[src/vcr_pkg.sv]
// Package: register map, field layout, reset values and timing for the comparator register bank
//
// Notes on behaviour
// [RL1] Four-bit level code picks one of sixteen internal reference steps, used only with converter
// [RL2] Internal reference above supply is clamped to the supply level
// [RL3] Two-bit reference select: three external references or the internal converter
// [RL4] Two-bit monitor select: supply, temperature sensor, external input zero or one
// [RL5] Temperature selection turns bandgap on; results unsettled until it stabilises
// [RL6] Reserved configuration bits read zero and ignore writes
// [RL7] Power-down status bit reads one while powered down, zero after reset
// [RL8] Result bit reads one when monitored input exceeds reference
// [RL9] Thirty-two-bit key register resets zero; writing 0x37 requests power-down
// [RL10] Per-source enable mask gates the interrupt; enables reset zero
// [RL11] Bit one is rise event, bit zero fall event; upper bits read zero
// [RL12] Status read returns latched events since last clear
// [RL13] Writing one to a clear bit clears that status bit
// [RL14] Writing one to a set bit sets that status bit at once
// [RL15] Rise status sets on enabled rising result, or result high when enabled
// [RL16] Fall status sets on enabled falling result, or result low when enabled
// [RL17] Comparator enabled out of reset, powered off after key written
// [RL18] Writing zero to clear or set bits leaves status unchanged
// [RL19] Interrupt output high while any status bit and its enable are both one
package vcr_pkg;

  ////////////////////////////////////////////////////////////////////////////////
  // Register offsets
  localparam logic [11:0] VCR_OFS_CONFIG = 12'h000;
  localparam logic [11:0] VCR_OFS_STATUS = 12'h004;
  localparam logic [11:0] VCR_OFS_KEY = 12'h008;
  localparam logic [11:0] VCR_OFS_IRQ_ENABLE = 12'h200;
  localparam logic [11:0] VCR_OFS_IRQ_STATUS = 12'h204;
  localparam logic [11:0] VCR_OFS_IRQ_CLEAR = 12'h208;
  localparam logic [11:0] VCR_OFS_IRQ_FORCE = 12'h20c;

  ////////////////////////////////////////////////////////////////////////////////
  // Field positions and reset values
  localparam int VCR_LEVEL_LSB = 16;
  localparam int VCR_REF_SEL_LSB = 8;
  localparam int VCR_MON_SEL_LSB = 0;
  localparam int VCR_STAT_PWD_BIT = 1;
  localparam int VCR_STAT_RESULT_BIT = 0;
  localparam int VCR_IRQ_RISE_BIT = 1;
  localparam int VCR_IRQ_FALL_BIT = 0;
  localparam logic [31:0] VCR_CONFIG_RESET = 32'h0000_0000;
  localparam logic [31:0] VCR_KEY_RESET = 32'h0000_0000;
  localparam logic [31:0] VCR_SHUTDOWN_KEY = 32'h0000_0037;
  localparam logic [1:0] VCR_IRQ_RESET = 2'h0;

  ////////////////////////////////////////////////////////////////////////////////
  // Reference and monitor selections
  typedef enum logic [1:0] {
    VCR_REF_EXT0 = 2'b00,
    VCR_REF_EXT1 = 2'b01,
    VCR_REF_EXT2 = 2'b10,
    VCR_REF_DAC = 2'b11
  } vcr_ref_sel_t;

  typedef enum logic [1:0] {
    VCR_MON_SUPPLY = 2'b00,
    VCR_MON_TEMP = 2'b01,
    VCR_MON_EXT0 = 2'b10,
    VCR_MON_EXT1 = 2'b11
  } vcr_mon_sel_t;

  ////////////////////////////////////////////////////////////////////////////////
  // Timing: bandgap settling, longest-is-least so round up
  localparam int VCR_CLK_MHZ = 100;
  localparam int VCR_BANDGAP_SETTLE_US = 11;
  localparam int VCR_BANDGAP_CYCLES = VCR_BANDGAP_SETTLE_US * VCR_CLK_MHZ;
  localparam int VCR_SETTLE_W = 11;

endpackage : vcr_pkg

[src/vcr_top.sv]
// Comparator control register bank: configuration, power-down key, status and interrupts
//
// The plain strobed port was left to the implementer.
`timescale 1ns/1ns
`default_nettype none
module vcr_top (
  input wire logic clock,
  input wire logic reset_n,
  // Register port
  input wire logic [11:0] reg_addr,
  input wire logic [31:0] reg_wdata,
  input wire logic reg_write,
  input wire logic reg_read,
  output logic [31:0] reg_rdata,
  // Analog side
  input wire logic compare_result_raw,
  input wire logic ref_above_supply,
  output logic [3:0] ref_level_code,
  output logic [1:0] ref_input_select,
  output logic [1:0] mon_input_select,
  output logic ref_clamp_to_supply,
  output logic bandgap_enable,
  output logic result_settled,
  output logic comparator_power_down,
  // Interrupt
  output logic irq
);
  import vcr_pkg::*;

  ////////////////////////////////////////////////////////////////////////////////
  // Declarations
  logic compare_result;
  logic supply_over;
  logic result_prev;
  logic [3:0] level_q;
  logic [1:0] ref_sel_q;
  logic [1:0] mon_sel_q;
  logic [31:0] key_q;
  logic powered_down_flag;
  logic [1:0] irq_en;
  logic [1:0] irq_stat;
  logic [1:0] next_irq_stat;
  logic [1:0] hw_set;
  logic [1:0] en_rise_edge;
  logic temp_sel_start;
  logic settled;
  logic [31:0] next_rdata;

  function automatic logic hit(input logic [11:0] a, input logic [11:0] ofs);
    hit = (a == ofs);
  endfunction : hit

  function automatic logic wr_hit(input logic w, input logic [11:0] a, input logic [11:0] ofs);
    wr_hit = w && hit(a, ofs);
  endfunction : wr_hit

  ////////////////////////////////////////////////////////////////////////////////
  // Synchronise the analog inputs before any logic looks at them
  vcr_sync u_sync_result (
    .clock(clock),
    .reset_n(reset_n),
    .async_in(compare_result_raw),
    .sync_out(compare_result)
  );

  vcr_sync u_sync_over (
    .clock(clock),
    .reset_n(reset_n),
    .async_in(ref_above_supply),
    .sync_out(supply_over)
  );

  ////////////////////////////////////////////////////////////////////////////////
  // Configuration register; reserved bits are simply not stored
  always_ff @(posedge clock or negedge reset_n) begin
    if (!reset_n) begin
      level_q <= VCR_CONFIG_RESET[VCR_LEVEL_LSB +: 4];
      ref_sel_q <= VCR_CONFIG_RESET[VCR_REF_SEL_LSB +: 2];
      mon_sel_q <= VCR_CONFIG_RESET[VCR_MON_SEL_LSB +: 2];
    end else if (wr_hit(reg_write, reg_addr, VCR_OFS_CONFIG)) begin
      level_q <= reg_wdata[VCR_LEVEL_LSB +: 4]; // RL1
      ref_sel_q <= reg_wdata[VCR_REF_SEL_LSB +: 2]; // RL3
      mon_sel_q <= reg_wdata[VCR_MON_SEL_LSB +: 2]; // RL4 RL6
    end
  end

  // Temperature selection start pulse restarts the settling timer
  assign temp_sel_start = wr_hit(reg_write, reg_addr, VCR_OFS_CONFIG)
    && (reg_wdata[VCR_MON_SEL_LSB +: 2] == VCR_MON_TEMP)
    && (mon_sel_q != VCR_MON_TEMP);

  vcr_settle u_settle (
    .clock(clock),
    .reset_n(reset_n),
    .start(temp_sel_start),
    .active(mon_sel_q == VCR_MON_TEMP),
    .settled(settled)
  );

  ////////////////////////////////////////////////////////////////////////////////
  // Analog control outputs, all registered
  always_ff @(posedge clock or negedge reset_n) begin
    if (!reset_n) begin
      ref_level_code <= 4'h0;
      ref_input_select <= 2'h0;
      mon_input_select <= 2'h0;
      ref_clamp_to_supply <= 1'b0;
      bandgap_enable <= 1'b0;
      result_settled <= 1'b1;
      comparator_power_down <= 1'b0;
    end else begin
      ref_level_code <= level_q; // RL1
      ref_input_select <= ref_sel_q; // RL3
      mon_input_select <= mon_sel_q; // RL4
      // Clamp matters only while the internal converter is the reference
      ref_clamp_to_supply <= (ref_sel_q == VCR_REF_DAC) && supply_over; // RL2
      bandgap_enable <= (mon_sel_q == VCR_MON_TEMP); // RL5
      result_settled <= (mon_sel_q != VCR_MON_TEMP) || settled; // RL5
      comparator_power_down <= powered_down_flag; // RL17
    end
  end

  ////////////////////////////////////////////////////////////////////////////////
  // Shutdown key; once the key lands the comparator stays off until reset
  always_ff @(posedge clock or negedge reset_n) begin
    if (!reset_n) begin
      key_q <= VCR_KEY_RESET; // RL9
      powered_down_flag <= 1'b0; // RL7 RL17
    end else if (wr_hit(reg_write, reg_addr, VCR_OFS_KEY)) begin
      key_q <= reg_wdata; // RL9
      if (reg_wdata == VCR_SHUTDOWN_KEY) begin
        powered_down_flag <= 1'b1; // RL17
      end
    end
  end

  ////////////////////////////////////////////////////////////////////////////////
  // Interrupt enable mask
  always_ff @(posedge clock or negedge reset_n) begin
    if (!reset_n) begin
      irq_en <= VCR_IRQ_RESET; // RL10
    end else if (wr_hit(reg_write, reg_addr, VCR_OFS_IRQ_ENABLE)) begin
      irq_en <= reg_wdata[1:0]; // RL11
    end
  end

  // Previous result for edge detection
  always_ff @(posedge clock or negedge reset_n) begin
    if (!reset_n) begin
      result_prev <= 1'b0;
    end else begin
      result_prev <= compare_result;
    end
  end

  // Enables going 0 to 1 in this write
  assign en_rise_edge = wr_hit(reg_write, reg_addr, VCR_OFS_IRQ_ENABLE)
    ? (reg_wdata[1:0] & ~irq_en) : 2'b00;

  ////////////////////////////////////////////////////////////////////////////////
  // Hardware event sources
  always_comb begin
    hw_set = 2'b00;
    hw_set[VCR_IRQ_RISE_BIT] = (irq_en[VCR_IRQ_RISE_BIT] && compare_result && !result_prev)
      || (en_rise_edge[VCR_IRQ_RISE_BIT] && compare_result); // RL15
    hw_set[VCR_IRQ_FALL_BIT] = (irq_en[VCR_IRQ_FALL_BIT] && !compare_result && result_prev)
      || (en_rise_edge[VCR_IRQ_FALL_BIT] && !compare_result); // RL16
  end

  // Status: clear first, then any set wins over a clear in the same cycle
  always_comb begin
    next_irq_stat = irq_stat;
    if (wr_hit(reg_write, reg_addr, VCR_OFS_IRQ_CLEAR)) begin
      next_irq_stat = next_irq_stat & ~reg_wdata[1:0]; // RL13 RL18
    end
    if (wr_hit(reg_write, reg_addr, VCR_OFS_IRQ_FORCE)) begin
      next_irq_stat = next_irq_stat | reg_wdata[1:0]; // RL14 RL18
    end
    next_irq_stat = next_irq_stat | hw_set;
  end

  always_ff @(posedge clock or negedge reset_n) begin
    if (!reset_n) begin
      irq_stat <= VCR_IRQ_RESET;
    end else begin
      irq_stat <= next_irq_stat; // RL12
    end
  end

  // Level interrupt from the next state so it tracks status with no extra lag
  always_ff @(posedge clock or negedge reset_n) begin
    if (!reset_n) begin
      irq <= 1'b0;
    end else begin
      irq <= |(next_irq_stat & next_irq_en()); // RL19 RL10
    end
  end

  function automatic logic [1:0] next_irq_en();
    next_irq_en = wr_hit(reg_write, reg_addr, VCR_OFS_IRQ_ENABLE) ? reg_wdata[1:0] : irq_en;
  endfunction : next_irq_en

  ////////////////////////////////////////////////////////////////////////////////
  // Read mux; unmapped and write-only offsets read zero
  always_comb begin
    next_rdata = 32'h0000_0000;
    case (reg_addr)
      VCR_OFS_CONFIG: begin
        next_rdata[VCR_LEVEL_LSB +: 4] = level_q;
        next_rdata[VCR_REF_SEL_LSB +: 2] = ref_sel_q;
        next_rdata[VCR_MON_SEL_LSB +: 2] = mon_sel_q; // RL6
      end
      VCR_OFS_STATUS: begin
        next_rdata[VCR_STAT_PWD_BIT] = powered_down_flag; // RL7
        next_rdata[VCR_STAT_RESULT_BIT] = compare_result; // RL8
      end
      VCR_OFS_KEY: begin
        next_rdata = key_q; // RL9
      end
      VCR_OFS_IRQ_ENABLE: begin
        next_rdata[1:0] = irq_en; // RL11
      end
      VCR_OFS_IRQ_STATUS: begin
        next_rdata[1:0] = irq_stat; // RL12
      end
      default: begin
        next_rdata = 32'h0000_0000;
      end
    endcase
  end

  // Data stands only in the cycle after the read strobe
  always_ff @(posedge clock or negedge reset_n) begin
    if (!reset_n) begin
      reg_rdata <= 32'h0000_0000;
    end else if (reg_read) begin
      reg_rdata <= next_rdata;
    end else begin
      reg_rdata <= 32'h0000_0000;
    end
  end

endmodule : vcr_top
`default_nettype wire

[src/vcr_sync.sv]
// Two-stage synchroniser for asynchronous single-bit inputs
`timescale 1ns/1ns
`default_nettype none
module vcr_sync (
  input wire logic clock,
  input wire logic reset_n,
  input wire logic async_in,
  output logic sync_out
);
  logic stage1;

  // First stage is read only by the second
  always_ff @(posedge clock or negedge reset_n) begin
    if (!reset_n) begin
      stage1 <= 1'b0;
      sync_out <= 1'b0;
    end else begin
      stage1 <= async_in;
      sync_out <= stage1;
    end
  end
endmodule : vcr_sync
`default_nettype wire

[src/vcr_settle.sv]
// Bandgap settling timer: counts cycles after the temperature input is selected
`timescale 1ns/1ns
`default_nettype none
module vcr_settle (
  input wire logic clock,
  input wire logic reset_n,
  input wire logic start,
  input wire logic active,
  output logic settled
);
  import vcr_pkg::*;

  localparam logic [VCR_SETTLE_W-1:0] SETTLE_LAST = VCR_SETTLE_W'(VCR_BANDGAP_CYCLES - 1);

  logic [VCR_SETTLE_W-1:0] count;

  // Restart on every new selection; settled stays high until deselected
  always_ff @(posedge clock or negedge reset_n) begin
    if (!reset_n) begin
      count <= '0;
      settled <= 1'b0;
    end else if (start || !active) begin
      count <= '0;
      settled <= 1'b0;
    end else if (!settled) begin
      if (count == SETTLE_LAST) begin
        settled <= 1'b1; // RL5
      end else begin
        count <= count + 1'b1;
      end
    end
  end
endmodule : vcr_settle
`default_nettype wire

[config.mk]
export PLATFORM = sky130hd
export DESIGN_NAME = vcr_top
export DESIGN_NICKNAME = d
export VERILOG_FILES = /design/src/vcr_pkg.sv /design/src/vcr_top.sv /design/src/vcr_sync.sv /design/src/vcr_settle.sv
export SDC_FILE = /design/constraint.sdc
export NUM_CORES = 1
export LEC_CHECK = 0
export BUFFER_PORTS_ARGS = -buffer_cell sky130_fd_sc_hd__buf_4
export CAP_MARGIN = 20
export CELL_PAD_IN_SITES_DETAIL_PLACEMENT = 0
export CELL_PAD_IN_SITES_GLOBAL_PLACEMENT = 1
export CORE_ASPECT_RATIO = 0.75
export CORE_UTILIZATION = 30
export DETAILED_ROUTE_END_ITERATION = 16
export PLACE_DENSITY_LB_ADDON = 0.1
export REMOVE_ABC_BUFFERS = 1
export SLEW_MARGIN = 20
export SYNTH_ARGS = -nofsm -noshare
export SYNTH_HDL_FRONTEND = slang
export SYNTH_SLANG_ARGS = --single-unit
[constraint.sdc]
create_clock -name clock -period 1.82 [get_ports clock]
set_input_delay 0.182 -clock clock [delete_from_list [all_inputs] [get_ports clock]]
set_output_delay 0.182 -clock clock [all_outputs]
set_load 0.1 [all_outputs]
# Word level (Yosys, flattened, before mapping)
# Index checks and enable logic that the tools add are counted.
word_totals:
  reg_bits: 107
  output_inout_bits: 45
  wordCells: 87
op_classes:
  addsub: 1
  n_eq_ne: 14
  muxes: 17
  bitwise: 7
  reduce_logical: 25
op_table:
  columns: ["operator", "count"]
  rows:
  - ["12-bit by 10-bit equality test with 1-bit output (second input constant)", 4]
  - ["11-bit 2-to-1 mux", 3]
  - ["32-bit by 6-bit equality test with 1-bit output (second input constant)", 1]
  - ["32-bit 2-to-1 mux", 1]
  - ["1-bit logical AND", 14]
  - ["12-bit by 3-bit equality test with 1-bit output (second input constant)", 1]
  - ["12-bit by 4-bit equality test with 1-bit output (second input constant)", 1]
  - ["12-bit zero test", 1]
  - ["12-bit 2-to-1 mux", 1]
  - ["6-bit 2-to-1 mux", 2]
  - ["11-bit by 1-bit adder with 11-bit output (second input constant)", 1]
  - ["11-bit equality test (second input constant)", 1]
  - ["2-bit case mux with 5 select lines", 1]
  - ["2-bit 2-to-1 mux", 4]
  - ["4-bit case mux with 2 select lines", 1]
  - ["2-bit bitwise AND", 3]
  - ["2-bit by 1-bit equality test with 1-bit output (second input constant)", 2]
  - ["1-bit logical OR", 4]
  - ["2-bit by 1-bit != test with 1-bit output (second input constant)", 2]
  - ["2-bit inverter", 2]
  - ["2-bit OR", 2]
  - ["2-bit case mux with 2 select lines", 1]
  - ["2-bit AND reduction", 2]
  - ["1-bit zero test", 3]
  - ["other kinds (4)", 6]

# Depth between registers and ports, before layout
# Gate-level depths: netlist of run 1.
logic_depth:
  depth_word: 8
  ltp_mapped: 6
  depth_no_buf: 6

# Cells and area by module
# From an unflattened synthesis of run 1, not the netlist that was laid out.
hier_totals:
  cells_unflattened: 315
  hier_area_um2: 4267.8
by_module_without_submodules:
  columns: ["mod", "n_inst", "cells_each", "area_each_um2"]
  rows:
  - ["vcr_top", 1, 236, 3454.6]
  - ["vcr_settle", 1, 75, 713.2]
  - ["vcr_sync", 2, 2, 50.0]

# Least setup slack after synthesis of run 1
# No wires, ideal clock.
synth_path:
  kind: "input port to flip-flop"
  start: "in reg_addr[8]"
  end: "reg level_q[0]"
  setup_ns: 0.125
  arrival_time_ns: 1.549
  required_time_ns: 1.695
  slack_ns: 0.146
  stages: 6
  path_buffers: 1
  path_cell_list: "nor3_1 > nand3_2 > nor3_4 > and3b_2 > buf_4 > mux2_2"
synth_between:
  elab_chain_len: 2
synth_lines:
  columns: ["element", "line_no", "rtl"]
  rows:
  - ["start, declared", "vcr_top.sv:10", "input wire logic [11:0] reg_addr,"]
  - ["12-bit zero test", "vcr_top.sv:50", "hit = (a == ofs);"]
  - ["1-bit logical AND", "vcr_top.sv:54", "wr_hit = w && hit(a, ofs);"]
  - ["end signal, assigned", "vcr_top.sv:77", "level_q <= VCR_CONFIG_RESET[VCR_LEVEL_LSB +: 4];"]
  - ["end signal, assigned", "vcr_top.sv:81", "level_q <= reg_wdata[VCR_LEVEL_LSB +: 4];"]
  - ["end, declared", "vcr_top.sv:35", "logic [3:0] level_q;"]
# Every way passes these cells.
# A chain may end at the register's enable or synchronous reset.

# Worst setup path after layout of run 1
layout_path:
  start: "reg u_settle.count[7]"
  end: "reg u_settle.count[3]"
layout_between:
  elab_chain_len: 3
layout_lines:
  columns: ["element", "line_no", "rtl"]
  rows:
  - ["start, declared", "vcr_settle.sv:15", "logic [VCR_SETTLE_W-1:0] count;"]
  - ["start signal, assigned", "vcr_settle.sv:29", "count <= count + 1'b1;"]
  - ["11-bit equality test", "vcr_settle.sv:26", "if (count == SETTLE_LAST) begin"]
  - ["2-bit by 1-bit != test with 1-bit output (no source line)", null, null]
  - ["2-bit AND reduction (no source line)", null, null]
# Every way passes these cells.

==> results of run 1 <==
## registers in the layout (all words and copies together), names as in the netlist, 4 cells and up
signal	flops
key_q	32
ref_level_code	4
u_settle.count	11
reg_rdata	32
level_q	4
## stage by stage
stage	TNS, ns	hold WS, ns
3_5_place_dp	-0.1524	0.1803
6_report	0	0.07788
3_3_place_gp	0	0.1789
5_1_grt	0	0.06403
4_1_cts	0	0.06250
2_1_floorplan	-1.664	-0.1136
## Yosys cell counts (all sizes together) (4+ instances only)
cell type	instances	area share
xnor2	5	0.010
dfrtp	106	0.63
nor4b	4	0.0083
and4	4	0.0083
nor2	15	0.013
nand2	4	0.0035
clkbuf	5	0.0074
a22o	7	0.014
and3	6	0.0092
xor2	5	0.010
nand4	7	0.010
nor4	6	0.012
buf	6	0.014
mux2	42	0.14
and2	25	0.037
## cell families (layout without fill, tap and decap cells)
family / count (synthesis) / in the layout
compound gates: 14 / 14
xor+xnor: 10 / 10
fa+ha+maj: 1 / 1
buf+inv: 14 / 133
flops: 107 / 107
mux: 47 / 47
simple gates: 89 / 89
## worst reg2reg max path, stage by stage (launching register included)
cell                      delay, ns
sky130_fd_sc_hd__dfrtp_1       0.41
sky130_fd_sc_hd__nor4b_2       0.39
sky130_fd_sc_hd__a41oi_1       0.27
sky130_fd_sc_hd__and3_1        0.25
sky130_fd_sc_hd__xnor2_1       0.14
sky130_fd_sc_hd__nor2_1        0.07
## per-layer routing
layer	global-route usage	vias to the layer above
li1	-	1224
met1	0.1970	1289
met2	0.1944	58
met3	0.04354	8
met4	0.04524	0
met5	0	-
## cell type report
class / count / area, um2 / area share
clock inverters: 5 / 60.06 / 0.01070
clock buffers: 11 / 242.7 / 0.04326
flip-flops and latches: 107 / 2679 / 0.4774
inverters: 3 / 11.26 / 0.002007
well taps: 175 / 219.0 / 0.03902
multi-input cells: 161 / 1474 / 0.2627
repair buffers: 114 / 925.9 / 0.1650
## path summary, 6_finish.rpt
check                                         startpoint                              to  cells after the start
setup / recovery           u_settle.count[7]$_DFFE_PN0P_   u_settle.count[3]$_DFFE_PN0P_                      5
hold / removal                              reg_wdata[5]            key_q[5]$_DFFE_PN0P_                      2
setup reg to reg           u_settle.count[7]$_DFFE_PN0P_   u_settle.count[3]$_DFFE_PN0P_                      5
hold reg to reg             u_sync_over.stage1$_DFF_PN0_  u_sync_over.sync_out$_DFF_PN0_                      0
max in group asynchronous                        reset_n        result_settled$_DFF_PN1_                      3
min in group asynchronous                        reset_n          reg_rdata[5]$_DFF_PN0_                      2
## timing repair
action | 4_1_cts | 5_1_grt
hold endpoints to repair | 33 | 0
resized for setup | 0 | 3
endpoints found under the setup margin | 0 | 6
hold buffers | 3 | 0
## cells in the final DEF, fill, tap and decap left out, types with 3 or more instances in the layout
cell	n
sky130_fd_sc_hd__inv_1	3
sky130_fd_sc_hd__mux2_4	29
sky130_fd_sc_hd__xor2_1	5
sky130_fd_sc_hd__and2_1	25
sky130_fd_sc_hd__clkbuf_16	9
sky130_fd_sc_hd__nand3b_1	3
sky130_fd_sc_hd__nor2_1	15
sky130_fd_sc_hd__dfrtp_1	106
sky130_fd_sc_hd__nand4_1	7
sky130_fd_sc_hd__buf_12	5
sky130_fd_sc_hd__xnor2_1	5
sky130_fd_sc_hd__and3_1	5
sky130_fd_sc_hd__and4_1	4
sky130_fd_sc_hd__mux2_2	13
sky130_fd_sc_hd__dlygate4sd3_1	3
sky130_fd_sc_hd__nand2_1	4
sky130_fd_sc_hd__a22o_1	7
sky130_fd_sc_hd__buf_4	106
sky130_fd_sc_hd__mux2i_1	3
sky130_fd_sc_hd__nor4_1	5
## power by group
part / switching [W] / internal (W)
sequential: 0.00000603 / 0.00239
clock: 0.000867 / 0.00111
combinational: 0.000118 / 0.000110
==> run summary, run 1 <==
The run finished, with violations left. The final reports fail on DRC. The number of global-route vias before repair is 2,741. The compound-cell area share of the yosys netlist is 0.02689. The worst register-to-register path has a setup slack of 0.19 ns. The gate count of the mapped netlist came out at 282. The floorplan has 37 rows. The core region area came out at 0.01375 mm2. In this run the clock root is driven by a sky130_fd_sc_hd__clkbuf_16.

In this run the static leakage power is 2.876 nW. The effective utilization at floorplan is 0.3079. The number of post-CTS setup repair buffers is 0. After filler insertion, the fill cell instance count of the layout stands at 1,303. The headroom to the max-slew limit is 0.6654. The worst voltage drop across the vdd grid came out at 0.0004571 V. The number of placed cells counting well taps is 557. During placement, the flow inserted port buffers numbering 94. The tree built by TritonCTS fans out to 107 sinks. The count of unique library cells instantiated by Yosys came out at 44.

The number of enable flip-flop cells after synthesis came out at 0. In this run the remaining antenna-violating nets after routing total 0. The Yosys warning count is 0. The wire length reported by the detailed router came out at 9.231 mm. The worst setup path is captured at a register.

The shortest clock period the worst path allows after layout came out at 1.633 ns. The congestion estimate from routability-driven global placement came to 0.7451. The routed layout has 2,579 vias. The cell area after synthesis is 0.004234 mm2. The initial antenna violation count is 0. The proportion of synthesized chip area in sequential cells is 0.6327.

The met1 wire length is 4.640 mm. The number of diodes is 0. The average cell area after synthesis came out at 15.01 um2. The largest net degree at the start of global routing is 37. Setup repair after global routing left no endpoint under its margin. In this run the cell area measured after placement is 0.005260 mm2. The estimated wirelength of the detail-placed design came out at 6.464 mm. The fraction of the cycle the final worst path needs came out at 0.8974. In the synthesized netlist the async set-or-reset flop fraction comes to 1.000.

The tool flagged a number of max-cap violations equal to 0. The leftover overflow at the end of global routing came out at 0. Based on the critical path, the design can be clocked at up to 612.3 MHz. For this run, design rule violations remaining after detail routing come to 6. Dividing the detail-routed via count by the number of cells gives 4.477.

The type of the worst setup path is reg -> reg. Relative to the synthesized area, the layout overhead comes to 32.54%. In the detailed route, the total length drawn on met3 is 509 um. For this block, the initial DRC count from the detailed router was 77. The signal on the critical path passes through nor4b_2 -> a41oi_1 -> and3_1 -> xnor2_1 -> nor2_1. The number of placed I/O pins came out at 95.

After clock tree synthesis, the clock-pin slew on the worst setup and hold paths is 0.07 ns. The maximum clock insertion buffer count is 2. The total buffers and inverters traversed by the critical path is 0. Routed signal wires occupy layers up through met4. Measured on the finished design, the core utilization comes to 0.4081. The depth of the CTS H-tree came out at 3. STA puts the critical path data required time at 2.05 ns. For this run, the post-layout net count is 447. The xor/xnor cell area share of the yosys netlist came out at 0.02069. Of the post-synthesis cell area, the part taken by muxes is 0.1551.

The wire length per cell after detailed routing is 16.03 um. The largest family of logic cells by synthesized area is multiplexers. The largest fanout on the critical path came out at 5. The arrival time at the worst endpoint came out at 1.86 ns. The commonest register cell after synthesis is sky130_fd_sc_hd__dfrtp_1. The final worst slack came out at 0.1868 ns. The post-synthesis share of cell area spent on and, or, nand and nor gates came out at 0.1380.

The number of hold violations in the final report is 0. The cell area after layout came out at 0.005612 mm2. In this run, synthesis produced a sequential element count of 107. In the global route stage, overall resource usage came out at 0.1373.

TritonCTS built the clock tree. The vertical extent of the die came out at 104.9 um. Once layout is complete, the cells apart from fillers number 576. The die is 139.2 um wide. STA classifies the critical path startpoint as a register. The die covers 0.01460 mm2. The amount of wire on met2 after detailed routing came out at 3.985 mm. The worst clock skew on the final layout is 0.007159 ns. Of the total synthesized cell area, the portion taken by full adders, half adders and majority gates is 0.002955. The path class of the tightest hold or removal check is in -> reg.

Power spread over the standard cell area amounts to 819.4 mW/mm2. The clock latency of the later-clocked register in the worst-skew pair is 0.34 ns. The share of cells above drive strength 1 came out at 0.4539. Setup violations remaining at the end of the flow were counted as 0.

The max-slew violation count came out at 0. The first global-routing pass estimated 15.07 mm of wire. The minimum setup slack after placement is -0.02522 ns. For the pin with the worst max-slew slack, the measured transition is 0.5018 ns. The delay of the slowest cell on the worst path is 0.41 ns.

The cell family contributing the most delay on the critical path is simple AND/OR/NAND/NOR gates. The overall power after layout came out at 0.004598 W. The CTS buffer count came out at 9.

The cell at the slowest stage of the critical path is sky130_fd_sc_hd__dfrtp_1. The number of optimization iterations in the first detailed-route pass came out at 12.
Power figures use the tool's default switching activity.
==> inputs of run 2 (changes only) <==
Clock period 1.82 ns to 1.55 ns, I/O delays scaled along.
==> run summary, run 2 (synthesis results as in run 1) <==
The share of cells above drive strength 1 is 0.4941 (+0.04020). The core region area is 0.01375 mm2 (unchanged). The ratio of routed vias to standard cells is 4.505 (+0.62%).

The remaining design rule violation count came out at 6 (unchanged). The worst hold path terminates at key_q[27]$_DFFE_PN0P_. The initial antenna violation count came out at 0 (unchanged). The number of fill cells in the layout is 1,278 (-1.9%). The port buffer count is 94 (unchanged). The minimum setup slack after placement is -0.2753 ns (-0.2501 ns). The number of diodes is 0 (unchanged). TritonCTS built the clock tree.

The final worst slack came out at 0.01096 ns (-0.1758 ns). The global-route usage over all layers came to 0.1399 (+0.002579). The setup violation total in the final timing report came out at 0 (unchanged). The final sum of negative setup slack came out at 0 ns (unchanged).

The power share of the combinational group came out at 0.048 (about the same). The vertical extent of the die is 104.9 um (unchanged). The number of global-route vias before repair is 2,839 (+3.6%).

The CTS buffer count is 9 (unchanged). The wire length reported by the detailed router is 9.623 mm (+4.2%). The clock power share came to 0.477 (+0.047). Setup repair after global routing could not meet its margin everywhere. The number of placed I/O pins came out at 95 (unchanged).

The worst voltage drop across the vdd grid came out at 0.0006996 V (+53%). On the critical path, the stage with the largest delay is an instance of sky130_fd_sc_hd__dfrtp_1. The clock sink count came out at 107 (unchanged). The minimum hold slack came to 0.05668 ns (-0.02120 ns). The setup slack of the most critical reg-to-reg path is 0.01 ns (-0.18 ns). The number of nets with antenna violations after detailed routing is 0 (unchanged). The flow ran to the end, but the final reports show violations. The worst-case reg-to-reg path depth is 6 (+1). The wire length per cell after detailed routing came out at 16.15 um (+0.75%).

The die outline width came out at 139.2 um (unchanged). The delay of the slowest cell on the worst path came to 0.39 ns (-0.02 ns). The headroom to the max-slew limit came to 0.6398 (-0.02559).

The nature of the critical path startpoint is a register. The library cell used most frequently in the layout, excluding fill and tap cells, is sky130_fd_sc_hd__buf_4. The arrival time at the worst endpoint is 1.81 ns (-0.05 ns). The full die area came to 0.01460 mm2 (unchanged). In this run the critical register-to-register path is launched from u_settle.count[3]$_DFFE_PN0P_. The area used by sequential logic in the layout is 0.002679 mm2 (unchanged). The maximum operating frequency is 649.8 MHz (+6.1%). The clock latency of the later-clocked register in the worst-skew pair is 0.34 ns (about the same).

The most critical setup path has its startpoint at u_settle.count[3]$_DFFE_PN0P_. The initial DRC count came out at 129 (+68%). The footprint of the multi-input gates was 0.001530 mm2 (+3.8%). The wire length of the first global-routing pass is 15.60 mm (+3.5%). The area growth from synthesis to layout is 39.07%. The number of optimization iterations in the first detailed-route pass came out at 10 (-2).

The total leakage power is 3.015 nW (+4.9%). The effective utilization at floorplan is 0.3079 (unchanged). The type of the worst setup path is reg -> reg. The switching power total came out at 0.001175 W (+19%). The total buffers and inverters traversed by the critical path came to 1 (+1). The leftover overflow at the end of global routing is 0 (unchanged). The number of nets in the finished design is 467 (+4.5%). The count of cells along the worst hold path was 2 (unchanged). Traced cell by cell, the critical path runs through nor4b_4 -> buf_4 -> a311oi_4 -> nand3_1 -> xor2_1 -> nor2_1.

STA classifies the critical path endpoint as a register. The max-cap check violation count was 0 (unchanged). The via total after detailed routing is 2,685 (+4.1%). The placer congestion estimate came out at 0.7434 (-0.23%).

The checks that failed: DRC. The cell-internal power came out at 0.004731 W (+31%). The worst clock skew on the final layout came out at 0.01053 ns (+0.003369 ns). The slew at the pin with the worst max-slew slack was 0.5353 ns (+0.03345 ns). Leaving out fill and tap cells, the most frequent cells in the layout are 126 x sky130_fd_sc_hd__buf_4, 106 x sky130_fd_sc_hd__dfrtp_1, 29 x sky130_fd_sc_hd__mux2_4, 25 x sky130_fd_sc_hd__and2_1, 15 x sky130_fd_sc_hd__nor2_1. The maximum clock insertion buffer count came out at 2 (unchanged).

The largest net degree at the start of global routing came to 34 (-8.1%). The site row count came out at 37 (unchanged). The fraction of the cycle the final worst path needs came out at 0.9929 (+0.09554). The depth of the CTS H-tree came out at 3 (unchanged). The worst hold path belongs to the class in -> reg.

The worst register-to-register path ends at u_settle.count[4]$_DFFE_PN0P_. The total power divided by cell area was 1003 mW/mm2 (+22%). The sequential fraction of design power came out at 0.476 (-0.044).

The startpoint identified for the worst hold timing path is reg_wdata[27]. The number of hold violations in the final report came out at 0 (unchanged). The clock-pin slew on the worst setup and hold paths came out at 0.08 ns (about the same). The fraction of the core area covered by cells at the end of the flow is 0.4282 (+0.02011).

The share of total power consumed by net switching came out at 0.1989 (-0.01649). The max-slew violation count came out at 0 (unchanged). In this design, the largest share of critical-path delay is due to flip-flops. The tree is rooted in a sky130_fd_sc_hd__clkbuf_16.

The worst endpoint required time came to 1.82 ns (-0.23 ns). The shortest clock period the worst path allows after layout came out at 1.539 ns (-0.09421 ns). The estimated wirelength of the detail-placed design came out at 6.772 mm (+4.8%). The largest fanout on the critical path came out at 5 (unchanged). The largest registers in the layout are key_q (32), reg_rdata (32), u_settle.count (11).
-- run 2: changes by cell type in the layout (fill, tap and decap cells not counted), moves of 2 or more --
cell                        before  now
sky130_fd_sc_hd__buf_4         106  126
sky130_fd_sc_hd__bufinv_16       1    4
sky130_fd_sc_hd__nor4b_2         2    0
sky130_fd_sc_hd__nor4b_4         0    2
-- run 2: power by group through the flow --
stage	Combinational, W	Sequential [W]	Clock (W)
final	0.000282	0.00281	0.00282
after global placement	0.000282	0.00286	0
after CTS	0.000291	0.00281	0.00289
after global routing	0.000311	0.00281	0.00303
after floorplan	0.0000359	0.00287	0
after detailed placement	0.000284	0.00286	0
-- run 2: timing repair --
action | CTS | global route
resized for setup | 6 | 5
buffers inserted | 0 | 5
hold endpoints to repair | 29 | 0
pin swaps | 0 | 10
gates cloned | 0 | 0
setup endpoints to repair | 11 | 14
hold buffers | 3 | 0
-- run 2: worst max-delay path by stage --
stage | endpoint | cells after the start
4_1_cts | u_settle.count[7]$_DFFE_PN0P_ | 5
6_report | u_settle.count[4]$_DFFE_PN0P_ | 6
2_1_floorplan | key_q[0]$_DFFE_PN0P_ | 5
5_1_grt | u_settle.count[10]$_DFFE_PN0P_ | 6
3_5_place_dp | level_q[1]$_DFFE_PN0P_ | 6
3_3_place_gp | level_q[3]$_DFFE_PN0P_ | 6
-- run 2: final cells by class --
type,instances,area share
Timing Repair Buffer,134,0.1827
Multi-Input combinational cell,161,0.2599
Tap cell,175,0.03719
Inverter,3,0.001912
Clock inverter,6,0.02274
Clock buffer,10,0.04059
Sequential cell,107,0.4550
-- run 2: stage by stage --
step	cells	power, W	instance area [um2]
3_3_place_gp	572	0.003145	5373
3_5_place_dp	572	0.003147	5373
5_1_grt	596	0.006146	5888
2_1_floorplan	271	0.002909	4145
4_1_cts	591	0.005993	5819
6_report	596	0.005906	5888
-- run 2: metal layers --
layer / track usage / vias up / part of all wire
met5: 0 / - / 0
li1: - / 1269 / -
met2: 0.1995 / 58 / 0.44
met3: 0.04262 / 7 / 0.049
met1: 0.2015 / 1351 / 0.50
met4: 0.04286 / 0 / 0.0095
